### config.mk
export PLATFORM = sky130hd
export DESIGN_NAME = rlomix_bank
export DESIGN_NICKNAME = d
export VERILOG_FILES = /design/src/verilog/rlomix_bank.v
export VERILOG_INCLUDE_DIRS = /design/src /design/src/verilog
export SDC_FILE = /design/constraint.sdc
export NUM_CORES = 1
export LEC_CHECK = 0
export BUFFER_PORTS_ARGS = -buffer_cell sky130_fd_sc_hd__buf_2
export CAP_MARGIN = 10
export CORE_MARGIN = 10
export CORE_UTILIZATION = 35
export DETAILED_ROUTE_END_ITERATION = 8
export GPL_TIMING_DRIVEN = 0
export SKIP_CTS_REPAIR_TIMING = 1
export SLEW_MARGIN = 25
export SYNTH_ARGS = -nofsm -noshare
export SYNTH_HDL_FRONTEND = slang
export SYNTH_SLANG_ARGS = --single-unit
### constraint.sdc
create_clock -name mclk_i -period 2.3 [get_ports mclk_i]
set_input_delay 0.46 -clock mclk_i [delete_from_list [all_inputs] [get_ports mclk_i]]
set_output_delay 0.46 -clock mclk_i [all_outputs]
set_load 0.005 [all_outputs]
### src/verilog/rlomix_consts.vh
// offsets, field positions, reset values and timing in ns of the right line-out mixer register bank
`ifndef RLOMIX_CONSTS_VH
`define RLOMIX_CONSTS_VH

// register indices as printed; byte address is four times the index
`define RLOMIX_IDX_LAMP      8'h58
`define RLOMIX_IDX_LCONV     8'h59
`define RLOMIX_IDX_LINE2R    8'h5a
`define RLOMIX_IDX_RAMP      8'h5b
`define RLOMIX_IDX_RCONV     8'h5c
`define RLOMIX_IDX_LEVEL     8'h5d
`define RLOMIX_IDX_PWR       8'h5e
`define RLOMIX_IDX_PWRCTL    8'h60

// route/volume field layout
`define RLOMIX_ROUTE_BIT     7
`define RLOMIX_VOL_MSB       6
`define RLOMIX_ROUTE_RST     8'h00

// level register layout
`define RLOMIX_GAIN_MSB      7
`define RLOMIX_GAIN_LSB      4
`define RLOMIX_MUTEN_BIT     3
`define RLOMIX_PEND_BIT      1
`define RLOMIX_PWR_BIT       0
`define RLOMIX_GAIN_RST      4'h0
`define RLOMIX_GAIN_MAX      4'h9

// power status layout
`define RLOMIX_PS_LCONV      7
`define RLOMIX_PS_RCONV      6
`define RLOMIX_PS_MONO       5
`define RLOMIX_PS_LLINE      4
`define RLOMIX_PS_RLINE      3
`define RLOMIX_PS_LHP        2
`define RLOMIX_PS_RHP        1

// timing: gain settling and driver power-up, in ns
`define RLOMIX_SETTLE_NS     2000
`define RLOMIX_PWRUP_NS      5000
`define RLOMIX_CLK_NS        100

`endif

### src/verilog/rlomix_bank.v
// register bank for the right line-output mixer: routing, volume, level, mute and power status
// How it works
// - bit7 routes left amp pair into output
// - bit7 routes left converter into output
// - bit7 routes second right input pair
// - bit7 routes right amp pair into output
// - bit7 routes right converter into output
// - volume codes and route bits reset zero
// - bits7-4 set gain 0..9 dB
// - bit3 low mutes, resets muted
// - bit1 shows gain pending, resets one
// - line output power in two places
// - power bit7 reports left converter up
// - power bit6 reports right converter up
// - power bit5 reports mono driver up
// - power bit4 reports left line pair
// - power bit2 reports left headphone up
// - power bit1 reports right headphone up
// - power status sits at index 94
//
// Added by the designer: register access over APB.
`timescale 1ns/1ps
`include "rlomix_consts.vh"

module rlomix_bank (
    input  wire        mclk_i,            // 10 MHz clock
    input  wire        resetn_i,          // synchronous reset, active low
    input  wire        psel_i,            // apb select
    input  wire        penable_i,         // apb access phase
    input  wire        pwrite_i,          // apb direction, high writes
    input  wire [11:0] paddr_i,           // apb byte address
    input  wire [31:0] pwdata_i,          // apb write data
    input  wire [3:0]  pstrb_i,           // apb byte strobes
    output reg  [31:0] prdata_o,          // apb read data
    output reg         pready_o,          // apb ready
    output reg         pslverr_o,         // apb error on unmapped address
    input  wire        left_conv_up_i,    // left converter fully powered
    input  wire        right_conv_up_i,   // right converter fully powered
    input  wire        mono_out_up_i,     // mono driver powered
    input  wire        left_line_out_up_i,// left line pair powered
    input  wire        left_hp_up_i,      // left headphone driver powered
    input  wire        right_hp_up_i,     // right headphone driver powered
    output reg  [4:0]  route_en_o,        // route enables: lamp, lconv, line2r, ramp, rconv
    output reg  [34:0] route_vol_o,       // five applied 7-bit volumes, lamp in low bits
    output reg  [3:0]  out_gain_o,        // applied output gain code
    output reg         out_unmute_o,      // high lets the output pass
    output reg         out_power_o        // right line output driver powered
);

    // timing counts derived from the clock period; settle rounds down, power-up rounds up
    localparam integer SETTLE_INT = `RLOMIX_SETTLE_NS / `RLOMIX_CLK_NS;
    localparam integer PWRUP_INT  = (`RLOMIX_PWRUP_NS + `RLOMIX_CLK_NS - 1) / `RLOMIX_CLK_NS;
    // counters are 8 bits wide; both counts fit, so the slice drops only zero bits
    localparam [7:0]   SETTLE_CYC = SETTLE_INT[7:0];
    localparam [7:0]   PWRUP_CYC  = PWRUP_INT[7:0];

    // one-hot power sequencer states
    localparam [2:0] ST_OFF  = 3'b001;
    localparam [2:0] ST_RAMP = 3'b010;
    localparam [2:0] ST_ON   = 3'b100;

    reg  [7:0]  src_q [0:4];              // programmed route/volume bytes
    reg  [3:0]  gain_q;                   // programmed gain code
    reg         unmute_q;                 // programmed mute control
    reg         pend_q;                   // a programmed gain is not applied yet
    reg  [7:0]  settle_q;                 // settling countdown
    reg         pwr_req_q;                // software requests driver power
    reg  [2:0]  pst_q;                    // power sequencer state
    reg  [7:0]  pcnt_q;                   // power-up countdown
    reg  [7:0]  pst_byte_q;               // registered power status byte
    reg  [31:0] rdata_d;                  // read mux result
    reg         hit_d;                    // address is mapped
    integer     i;                        // loop index of the register process
    integer     j;                        // loop index of the output process

    // true when the apb address names a given register index
    function hit;
        input [11:0] addr;
        input [7:0]  idx;
        begin
            hit = (addr[1:0] == 2'b00) && (addr[11:2] == {2'b00, idx});
        end
    endfunction

    wire acc  = psel_i & penable_i & pready_o;    // access completes this edge
    wire wr   = acc & pwrite_i & pstrb_i[0];      // low byte is written
    wire pwr_up = (pst_q == ST_ON);               // driver fully up

    // read mux; reserved bits read as zero
    always @* begin
        rdata_d = 32'h0000_0000;
        hit_d   = 1'b1;
        if (hit(paddr_i, `RLOMIX_IDX_LAMP))
            rdata_d[7:0] = src_q[0];
        else if (hit(paddr_i, `RLOMIX_IDX_LCONV))
            rdata_d[7:0] = src_q[1];
        else if (hit(paddr_i, `RLOMIX_IDX_LINE2R))
            rdata_d[7:0] = src_q[2];
        else if (hit(paddr_i, `RLOMIX_IDX_RAMP))
            rdata_d[7:0] = src_q[3];
        else if (hit(paddr_i, `RLOMIX_IDX_RCONV))
            rdata_d[7:0] = src_q[4];
        else if (hit(paddr_i, `RLOMIX_IDX_LEVEL))
            rdata_d[7:0] = {gain_q, unmute_q, 1'b0, pend_q, pwr_up};
        else if (hit(paddr_i, `RLOMIX_IDX_PWR))
            rdata_d[7:0] = pst_byte_q;
        else if (hit(paddr_i, `RLOMIX_IDX_PWRCTL))
            rdata_d[7:0] = {7'h00, pwr_req_q};
        else
            hit_d = 1'b0;                         // unmapped address
    end

    // apb slave: one wait state, ready pulses in the access phase
    always @(posedge mclk_i) begin
        if (!resetn_i) begin
            pready_o  <= 1'b0;
            prdata_o  <= 32'h0000_0000;
            pslverr_o <= 1'b0;
        end else begin
            pready_o  <= psel_i & penable_i & ~pready_o;
            pslverr_o <= psel_i & penable_i & ~pready_o & ~hit_d;
            if (psel_i & penable_i & ~pready_o & ~pwrite_i)
                prdata_o <= rdata_d;
        end
    end

    // writable registers; read-only bits simply have no write path
    always @(posedge mclk_i) begin
        if (!resetn_i) begin
            for (i = 0; i < 5; i = i + 1)
                src_q[i] <= `RLOMIX_ROUTE_RST;
            gain_q    <= `RLOMIX_GAIN_RST;
            unmute_q  <= 1'b0;
            pwr_req_q <= 1'b0;
        end else if (wr) begin
            if (hit(paddr_i, `RLOMIX_IDX_LAMP))   src_q[0] <= pwdata_i[7:0];
            if (hit(paddr_i, `RLOMIX_IDX_LCONV))  src_q[1] <= pwdata_i[7:0];
            if (hit(paddr_i, `RLOMIX_IDX_LINE2R)) src_q[2] <= pwdata_i[7:0];
            if (hit(paddr_i, `RLOMIX_IDX_RAMP))   src_q[3] <= pwdata_i[7:0];
            if (hit(paddr_i, `RLOMIX_IDX_RCONV))  src_q[4] <= pwdata_i[7:0];
            if (hit(paddr_i, `RLOMIX_IDX_LEVEL)) begin
                gain_q   <= pwdata_i[`RLOMIX_GAIN_MSB:`RLOMIX_GAIN_LSB];
                unmute_q <= pwdata_i[`RLOMIX_MUTEN_BIT];
            end
            if (hit(paddr_i, `RLOMIX_IDX_PWRCTL)) pwr_req_q <= pwdata_i[0];
        end
    end

    // any write touching a gain of this output restarts settling
    wire gain_wr = wr & (hit(paddr_i, `RLOMIX_IDX_LAMP) | hit(paddr_i, `RLOMIX_IDX_LCONV) |
                         hit(paddr_i, `RLOMIX_IDX_LINE2R) | hit(paddr_i, `RLOMIX_IDX_RAMP) |
                         hit(paddr_i, `RLOMIX_IDX_RCONV) | hit(paddr_i, `RLOMIX_IDX_LEVEL));

    // pending flag: set by a gain write, wins over the settle clear
    always @(posedge mclk_i) begin
        if (!resetn_i) begin
            pend_q   <= 1'b1;
            settle_q <= SETTLE_CYC;
        end else if (gain_wr) begin
            pend_q   <= 1'b1;
            settle_q <= SETTLE_CYC;
        end else if (settle_q != 8'h00) begin
            settle_q <= settle_q - 8'h01;
        end else begin
            pend_q   <= 1'b0;
        end
    end

    // applied gains move to the outputs when settling ends
    always @(posedge mclk_i) begin
        if (!resetn_i) begin
            route_en_o   <= 5'h00;
            route_vol_o  <= 35'h0;
            out_gain_o   <= `RLOMIX_GAIN_RST;
            out_unmute_o <= 1'b0;
        end else begin
            out_unmute_o <= unmute_q;             // mute acts at once to avoid pops
            for (j = 0; j < 5; j = j + 1)
                route_en_o[j] <= src_q[j][`RLOMIX_ROUTE_BIT];
            if (!gain_wr && settle_q == 8'h00) begin
                for (j = 0; j < 5; j = j + 1)
                    route_vol_o[j*7 +: 7] <= src_q[j][`RLOMIX_VOL_MSB:0];
                // reserved codes are clamped; their gain is undefined anyway
                out_gain_o <= (gain_q > `RLOMIX_GAIN_MAX) ? `RLOMIX_GAIN_MAX : gain_q;
            end
        end
    end

    // driver power sequencer; a limitation: down is immediate, no ramp modelled
    always @(posedge mclk_i) begin
        if (!resetn_i) begin
            pst_q  <= ST_OFF;
            pcnt_q <= 8'h00;
        end else begin
            case (pst_q)
                ST_OFF: begin
                    if (pwr_req_q) begin
                        pst_q  <= ST_RAMP;
                        pcnt_q <= PWRUP_CYC;
                    end
                end
                ST_RAMP: begin
                    if (!pwr_req_q)
                        pst_q <= ST_OFF;
                    else if (pcnt_q == 8'h01)
                        pst_q <= ST_ON;
                    pcnt_q <= pcnt_q - 8'h01;
                end
                ST_ON: begin
                    if (!pwr_req_q)
                        pst_q <= ST_OFF;
                end
                default: pst_q <= ST_OFF;
            endcase
        end
    end

    // power status byte and driver output
    always @(posedge mclk_i) begin
        if (!resetn_i) begin
            pst_byte_q  <= 8'h00;
            out_power_o <= 1'b0;
        end else begin
            out_power_o <= pwr_up;
            pst_byte_q  <= {left_conv_up_i,
                            right_conv_up_i,
                            mono_out_up_i,
                            left_line_out_up_i,
                            pwr_up,
                            left_hp_up_i,
                            right_hp_up_i,
                            1'b0};
        end
    end

endmodule // rlomix_bank

[Yosys cells after proc, flatten, opt, wreduce, memory -nomap -nowiden]
Memory sizes are Yosys's and may differ from the RTL's.
Cells that the tools add are included.
Widths: inputs -> output; s select.
Storage, ports and cells
  flip-flop bits (word level): 90
  bits in writable memories: 40
  input bits: 59
  word-level logic and storage cells: 127
  memories: 1
Memory list
  src_q: words 5, bits a word 8, rd ports 5, clocked after memory_dff 0, write ports 5, RTL line rlomix_bank.v:62  | reg [7:0] src_q [0:4];
Operators by class
  add/subtract/negate cells: 2
  order comparisons: 1
  eq/ne operators: 15
  muxes and demuxes: 50
  bitwise gates (word level): 22
  reductions and logical operators: 19
Operators with widths (count)
  $mux 8: 13
  $eq 10x7->1 const B: 8
  $mux 1: 30
  $pmux 8 s2: 1
  $sub 8x1->8 const B: 2
  $mux 3: 4
  $or 1x1->1: 10
  $logic_and 1x1->1: 9
  $pmux 3 s3: 1
  $and 1x1->1: 8
  $eq 8x1->1 const B: 1
  $logic_not 8->1: 1
  $reduce_bool 8->1: 1
  $reduce_and 2->1: 3
  $gt 4x4->1 const B: 1
  $mux 4: 1
  $ne 2x2->1 const B: 2
  $not 1->1: 4
  $eq 3x1->1 const B: 1
  $eq 3x2->1 const B: 1
  $eq 3x3->1 const B: 1
  $ne 3x3->1 const B: 1
  $reduce_and 3->1: 1
  $logic_not 2->1: 1
  3 further kinds: 3

[Logic depth before layout (Yosys ltp)]
Gate-level depths: netlist (run 1).
  word-level depth: 12
  depth in mapped cells: 8
  mapped depth without buffers: 6

[Worst setup path before layout (run 1)]
OpenSTA, ideal clock, no wires.
  path type: input -> register
  from: input paddr_i[9]
  to: memory src_q[1][2], in the netlist src_q[0][10], enable pin
  arrival: 2.017 ns
  data required time: 1.916 ns
  path slack: -0.101 ns
  stages: 5
  path buffers: 1
  cell sequence: nor4b_4 > and3_1 > clkbuf_1 > nand2_1 > o21ai_0
RTL lines
  from (decl): RTL line rlomix_bank.v:31  | input wire [11:0] paddr_i,
  to (decl): RTL line rlomix_bank.v:62

==> results of run 1 <==
## metal layers
layer,vias to the layer above,wire [µm],track usage (%)
met5,-,0,0
met4,0,244,4.04
met3,24,1490,5.77
met2,188,7160,22.6
met1,2105,6770,18.4
li1,2165,-,-
## stage by stage
step | setup TNS, ps | hold WS (ps) | utilization, % | instances | power [mW]
3_5_place_dp | -17590 | 447 | 41.0 | 869 | 2.86
4_1_cts | -3650 | 245 | 45.0 | 901 | 5.64
5_1_grt | 0 | 245 | 45.2 | 900 | 5.78
3_3_place_gp | -22690 | 444 | 41.0 | 869 | 2.85
2_1_floorplan | -2420 | 420 | - | 574 | 2.72
6_report | 0 | 253 | 45.3 | 901 | 5.61
## how the worst max path moves through the flow
stage              endpoint        from  cells past startpoint  slack (ps)
2_1_floorplan  src_q[0][10]  paddr_i[9]                      5        -100
3_3_place_gp   src_q[0][29]  paddr_i[9]                      6        -930
3_5_place_dp   src_q[0][29]  paddr_i[9]                      6        -620
4_1_cts        src_q[0][25]  paddr_i[9]                      6        -190
5_1_grt        src_q[0][23]  paddr_i[9]                      5          40
6_report       src_q[0][25]  paddr_i[9]                      5         170
## cell type report
type / instances / area (µm²)
Clock inverter: 15 / 193
Tap cell: 211 / 264
Inverter: 9 / 33.8
Antenna cell: 1 / 2.50
Sequential cell: 128 / 2960
Clock buffer: 17 / 425
Multi-Input combinational cell: 381 / 2300
Timing Repair Buffer: 84 / 420
Buffer: 55 / 333
Fill cell: 1488 / 8380
## kinds of logic (layout without fill, tap and decap cells)
logic type               count (synthesis)  count (layout)
AND/OR/NAND/NOR                        220             220
flip-flops                             128             128
AO/OA/AOI/OAI                          106             106
buffers and inverters                   65             180
multiplexers                            20              20
XOR/XNOR                                 8               8
adder cells (fa/ha/maj)                  3               3
other                                    1              25
## state kept, by name, indices dropped and copies added, names as in the netlist, 4 cells and up
register and cells:
pst_byte_q 7, route_en_o 5, gain_q 4, pcnt_q 8, prdata_o 8, settle_q 8, route_vol_o 35, out_gain_o 4
src_q 40
## placed cells by master, fill, tap and decap left out, types with 7 or more instances in the layout
master	synthesis	final
buf_2	10	94
dfxtp_1	88	88
nand2_1	81	81
nand3_1	44	44
edfxtp_1	40	40
buf_4	24	24
conb_1	1	24
o21ai_0	26	23
nor2_1	20	20
and2_1	19	19
o21ai_1	18	18
clkbuf_16	0	17
clkbuf_1	17	15
mux2i_1	13	13
a21oi_1	12	12
nand3_2	10	10
o21ai_2	10	10
o211ai_1	10	10
nor3_1	9	9
inv_1	8	8
o22ai_1	7	7
mux2_2	7	7
## power groups by stage
stage	registers, mW	logic, mW	clock network (mW)
6_report	2.44	0.385	2.79
5_1_grt	2.44	0.425	2.92
4_1_cts	2.43	0.378	2.82
3_5_place_dp	2.48	0.376	0
3_3_place_gp	2.48	0.365	0
2_1_floorplan	2.47	0.251	0
==> metrics.csv, run 1 <==
metric,value,unit
share of layout cells above drive strength 1,27.7,%
first-pass GRT wire length,24600,µm
Combinational Power Share,6.9,%
reg2reg end,src_q[0][25],
Reg2Reg Depth,4,
Hold Crit Class,input port to register,
Final Wtd Congestion,0.852,
Final Skew,7.91,ps
Critical Path RT,2380,ps
Die Span Y,145,µm
Seq pwr share,43.4,%
post-synthesis adder-cell area fraction,0.681,%
Sw Pwr,1.27,mW
drt via density,4.97,
Worst R2R Start,pready_o,
register bit total from synthesis,128,
area post-placement,0.00628,mm²
Post-synth top cells,"dfxtp_1 (88), nand2_1 (81), nand3_1 (44)",
critical path's slowest cell,and3_1,
CTS root buffer,clkbuf_16,
Worst-Margin Slew,766,ps
1st-iter DRT viols,278,
max_slew headroom,48.5,%
initial antenna violation count,0,
"count leader, synth",dfxtp_1,
Final WS setup,173,ps
Routed WL,15700,µm
R2R Setup Slk,280,ps
Cell Rows,45,
Buf/Inv on CP,1,
"Largest stage delay, worst path",470,ps
CTS tree,yes,
Worst path top cell family by delay,simple AND/OR/NAND/NOR gates,
final setup fails,0,
Final Cell Area,0.00693,mm²
drt first pass iters,7,
Hold Crit Start,left_hp_up_i,
register area share after synthesis,53.8,%
# IOs,139,
vias in the first global route,4445,
input/output buffers,84,
Worst Path Max Fanout,9,
mux share of post-synthesis cell area,3.79,%
Cell Pwr Density,810,mW/mm²
Synth Area in XOR/XNOR,1.27,%
GRT overflow,0,
Synth warnings,0,
number of remaining DRC errors,0,
Slew Limit Fails,0,
clk_lat worst skew,420,ps
Syn Area/Cell,10.0,µm²
crit path launch type,input port,
"FFs w/ async S/R, synth",0,%
ANT nets after route,0,
Peak VDD IR,0.520,mV
share of the synthesized area in the top cell type,32.0,%
Total GRT Usage,14.6,%
post-synthesis simple-gate area fraction,21.2,%
Clock Path Buffers,2,
DIE AREA,0.0212,mm²
Max Cap Violations,0,
Initial Utilization,36.0,%
clock sinks,128,
post-route clock period utilization,92.5,%
Int Power,4.34,mW
P_leak,2.77,nW
largest area contributor in the netlist,dfxtp_1,
min cycle time layout,2130,ps
Gate Count Post-Synth,551,
synthesis-to-finish area growth,25.8,%
dpl ws,-622,ps
"Top FF cell, synth",dfxtp_1,
crit end category,register,
Fin. Hold Viols,0,
WS Path Type,input port to register,
hold depth,2,
"CTS clk-pin slew, worst paths",60,ps
max frequency,0.470,GHz
Compound-Gate Fraction of Synth Area,12.5,%
outcome,"finished, final reports clean",
Synth cell types,58,
Clk network pwr share,49.7,%
CTS buffer count,17,
largest net degree at the start of global routing,17,
synthesized cell area,0.00551,mm²
largest cells by area after synthesis,"dfxtp_1 (32%), edfxtp_1 (22%), nand2_1 (5.5%)",
"Data arrival, critical path",2200,ps
via count,4482,
sink of the worst hold path,pst_byte_q[2],
CP Cell Sequence,buf_2 -> nor4b_4 -> and3_1 -> nand2_1 -> o21ai_4,
core area,0.0153,mm²
H-tree Lvls,4,
sw frac,22.6,%
number of flops mapped to enable cells by yosys,40,
main combinational cell family by area after synthesis,simple AND/OR/NAND/NOR gates,
WL/cell,17.4,µm
Final nets,738,
post-DP HPWL,12100,µm
chip width,145,µm
RSZ-0062 raised after global routing,false,
No activity file was read; power rests on OpenSTA's default activity.
==> run 2, diff against run 1 <==
--- a/config.mk
+++ b/config.mk
@@ -8,10 +8,14 @@
 export LEC_CHECK = 0
 export BUFFER_PORTS_ARGS = -buffer_cell sky130_fd_sc_hd__buf_2
 export CAP_MARGIN = 10
+export CELL_PAD_IN_SITES_DETAIL_PLACEMENT = 1
+export CELL_PAD_IN_SITES_GLOBAL_PLACEMENT = 2
 export CORE_MARGIN = 10
-export CORE_UTILIZATION = 35
+export CORE_UTILIZATION = 29
+export CTS_CLUSTER_DIAMETER = 80
 export DETAILED_ROUTE_END_ITERATION = 8
 export GPL_TIMING_DRIVEN = 0
+export PLACE_DENSITY_LB_ADDON = 0.1
 export SKIP_CTS_REPAIR_TIMING = 1
 export SLEW_MARGIN = 25
 export SYNTH_ARGS = -nofsm -noshare
==> run 2 against run 1 <==
Wire length grew 12%. Total power up 1.1%. Non-clock buffer count unchanged. Sequential share of layout area fell by 0.20 points. Highest routed layer is now met5. Final area grew 0.47%. Sequential power hardly changed. Critical path depth is the same.
==> metrics.csv, run 2 (synthesized netlist as in run 1, its figures left out) <==
metric,value,unit
Final nets,738,
post-DP HPWL,13700,µm
initial antenna violation count,1,
share of layout cells above drive strength 1,27.4,%
input/output buffers,84,
CTS tree,yes,
via count,4413,
WS Path Type,input port to register,
Cell Pwr Density,815,mW/mm²
Buf/Inv on CP,1,
synthesis-to-finish area growth,26.4,%
number of remaining DRC errors,0,
"Data arrival, critical path",2250,ps
RSZ-0062 raised after global routing,false,
drt via density,4.78,
largest reg by FF count,src_q,
outcome,"finished, final reports clean",
Die Span Y,158,µm
Cell Rows,50,
CTS root buffer,clkbuf_16,
max_slew headroom,52.3,%
Worst Path Max Fanout,9,
ANT nets after route,0,
Fin. Hold Viols,0,
"CTS clk-pin slew, worst paths",60,ps
Total GRT Usage,14.3,%
1st-iter DRT viols,246,
vias in the first global route,4688,
post-route clock period utilization,94.1,%
Final Skew,12.6,ps
WL/cell,19.0,µm
Clock Path Buffers,2,
Hold Crit Class,input port to register,
Largest register FFs,40,
top flop regs,"src_q (40), route_vol_o (35)",
H-tree Lvls,4,
P_leak,2.78,nW
clock sinks,128,
"Largest stage delay, worst path",520,ps
chip width,158,µm
drt first pass iters,4,
largest net degree at the start of global routing,17,
critical path's slowest cell,and3_1,
"commonest non-fill, non-tap cell in the layout",buf_2,
area post-placement,0.00631,mm²
most frequent cells in the layout,"buf_2 (94), dfxtp_1 (88), nand2_1 (81)",
Peak VDD IR,0.512,mV
clk_lat worst skew,430,ps
antenna cells,0,
Slew Limit Fails,0,
Routed WL,17600,µm
Worst-Margin Slew,712,ps
GRT overflow,0,
Max Cap Violations,0,
Final Wtd Congestion,0.807,
Worst path top cell family by delay,simple AND/OR/NAND/NOR gates,
Critical Path RT,2380,ps
max frequency,0.462,GHz
CTS buffer count,17,
core area,0.0187,mm²
crit end category,register,
CP Cell Sequence,buf_2 -> nor4b_4 -> and3_1 -> nand2_1 -> o21ai_4,
TNS Setup,0,ps
Initial Utilization,29.5,%
first-pass GRT wire length,27000,µm
crit path launch type,input port,
min cycle time layout,2160,ps
DIE AREA,0.0249,mm²
Final Hold Slack,249,ps
# IOs,139,
Final Cell Area,0.00696,mm²
final setup fails,0,
run 2: metal layers:
metal	vias to the layer above	share of wire (%)	GRT usage [%]
met5	-	0.040	0
met4	2	1.8	5.12
met3	22	6.2	4.21
met2	108	48	23.2
met1	2118	44	17.6
li1	2163	-	-
run 2: worst paths after layout:
path	startpoint	end	slack [ps]	cells after the start
setup / recovery	paddr_i[9]	src_q[0][21]	140	5
hold / removal	right_conv_up_i	pst_byte_q[6]	250	2
setup reg to reg	pready_o	src_q[0][21]	260	4
hold reg to reg	route_vol_o[32]	route_vol_o[32]	450	2
run 2: layout make-up:
class                      count  area [µm²]
inverter                       9        33.8
timing repair buffer          84         420
buffer                        55         333
clock buffer                  18         429
sequential                   128        2960
tap                          234         293
clock inverter                14         190
multi-input combinational    381        2300
fill                        2153       11700
run 2: report_power, final:
group          internal, mW  total [mW]  leakage, nW  switching (mW)
sequential             2.39        2.44         1.13          0.0485
combinational         0.152       0.389         1.36           0.237
clock                  1.81        2.85        0.293            1.04
run 2: metrics by stage:
stage	worst slack, ps	util, %	power, mW	std cells
2_1_floorplan	-101	-	2.72	574
4_1_cts	-211	37.0	5.74	924
3_5_place_dp	-663	33.7	2.87	892
5_1_grt	23.9	37.2	5.91	923
6_report	136	37.2	5.67	923
3_3_place_gp	-981	33.7	2.86	892
run 2: worst reg2reg max path: stages (launching register included):
cell     delay, ps
dfxtp_1        380
and3_1         200
nor2b_1        420
nand2_1        310
o21ai_4        400
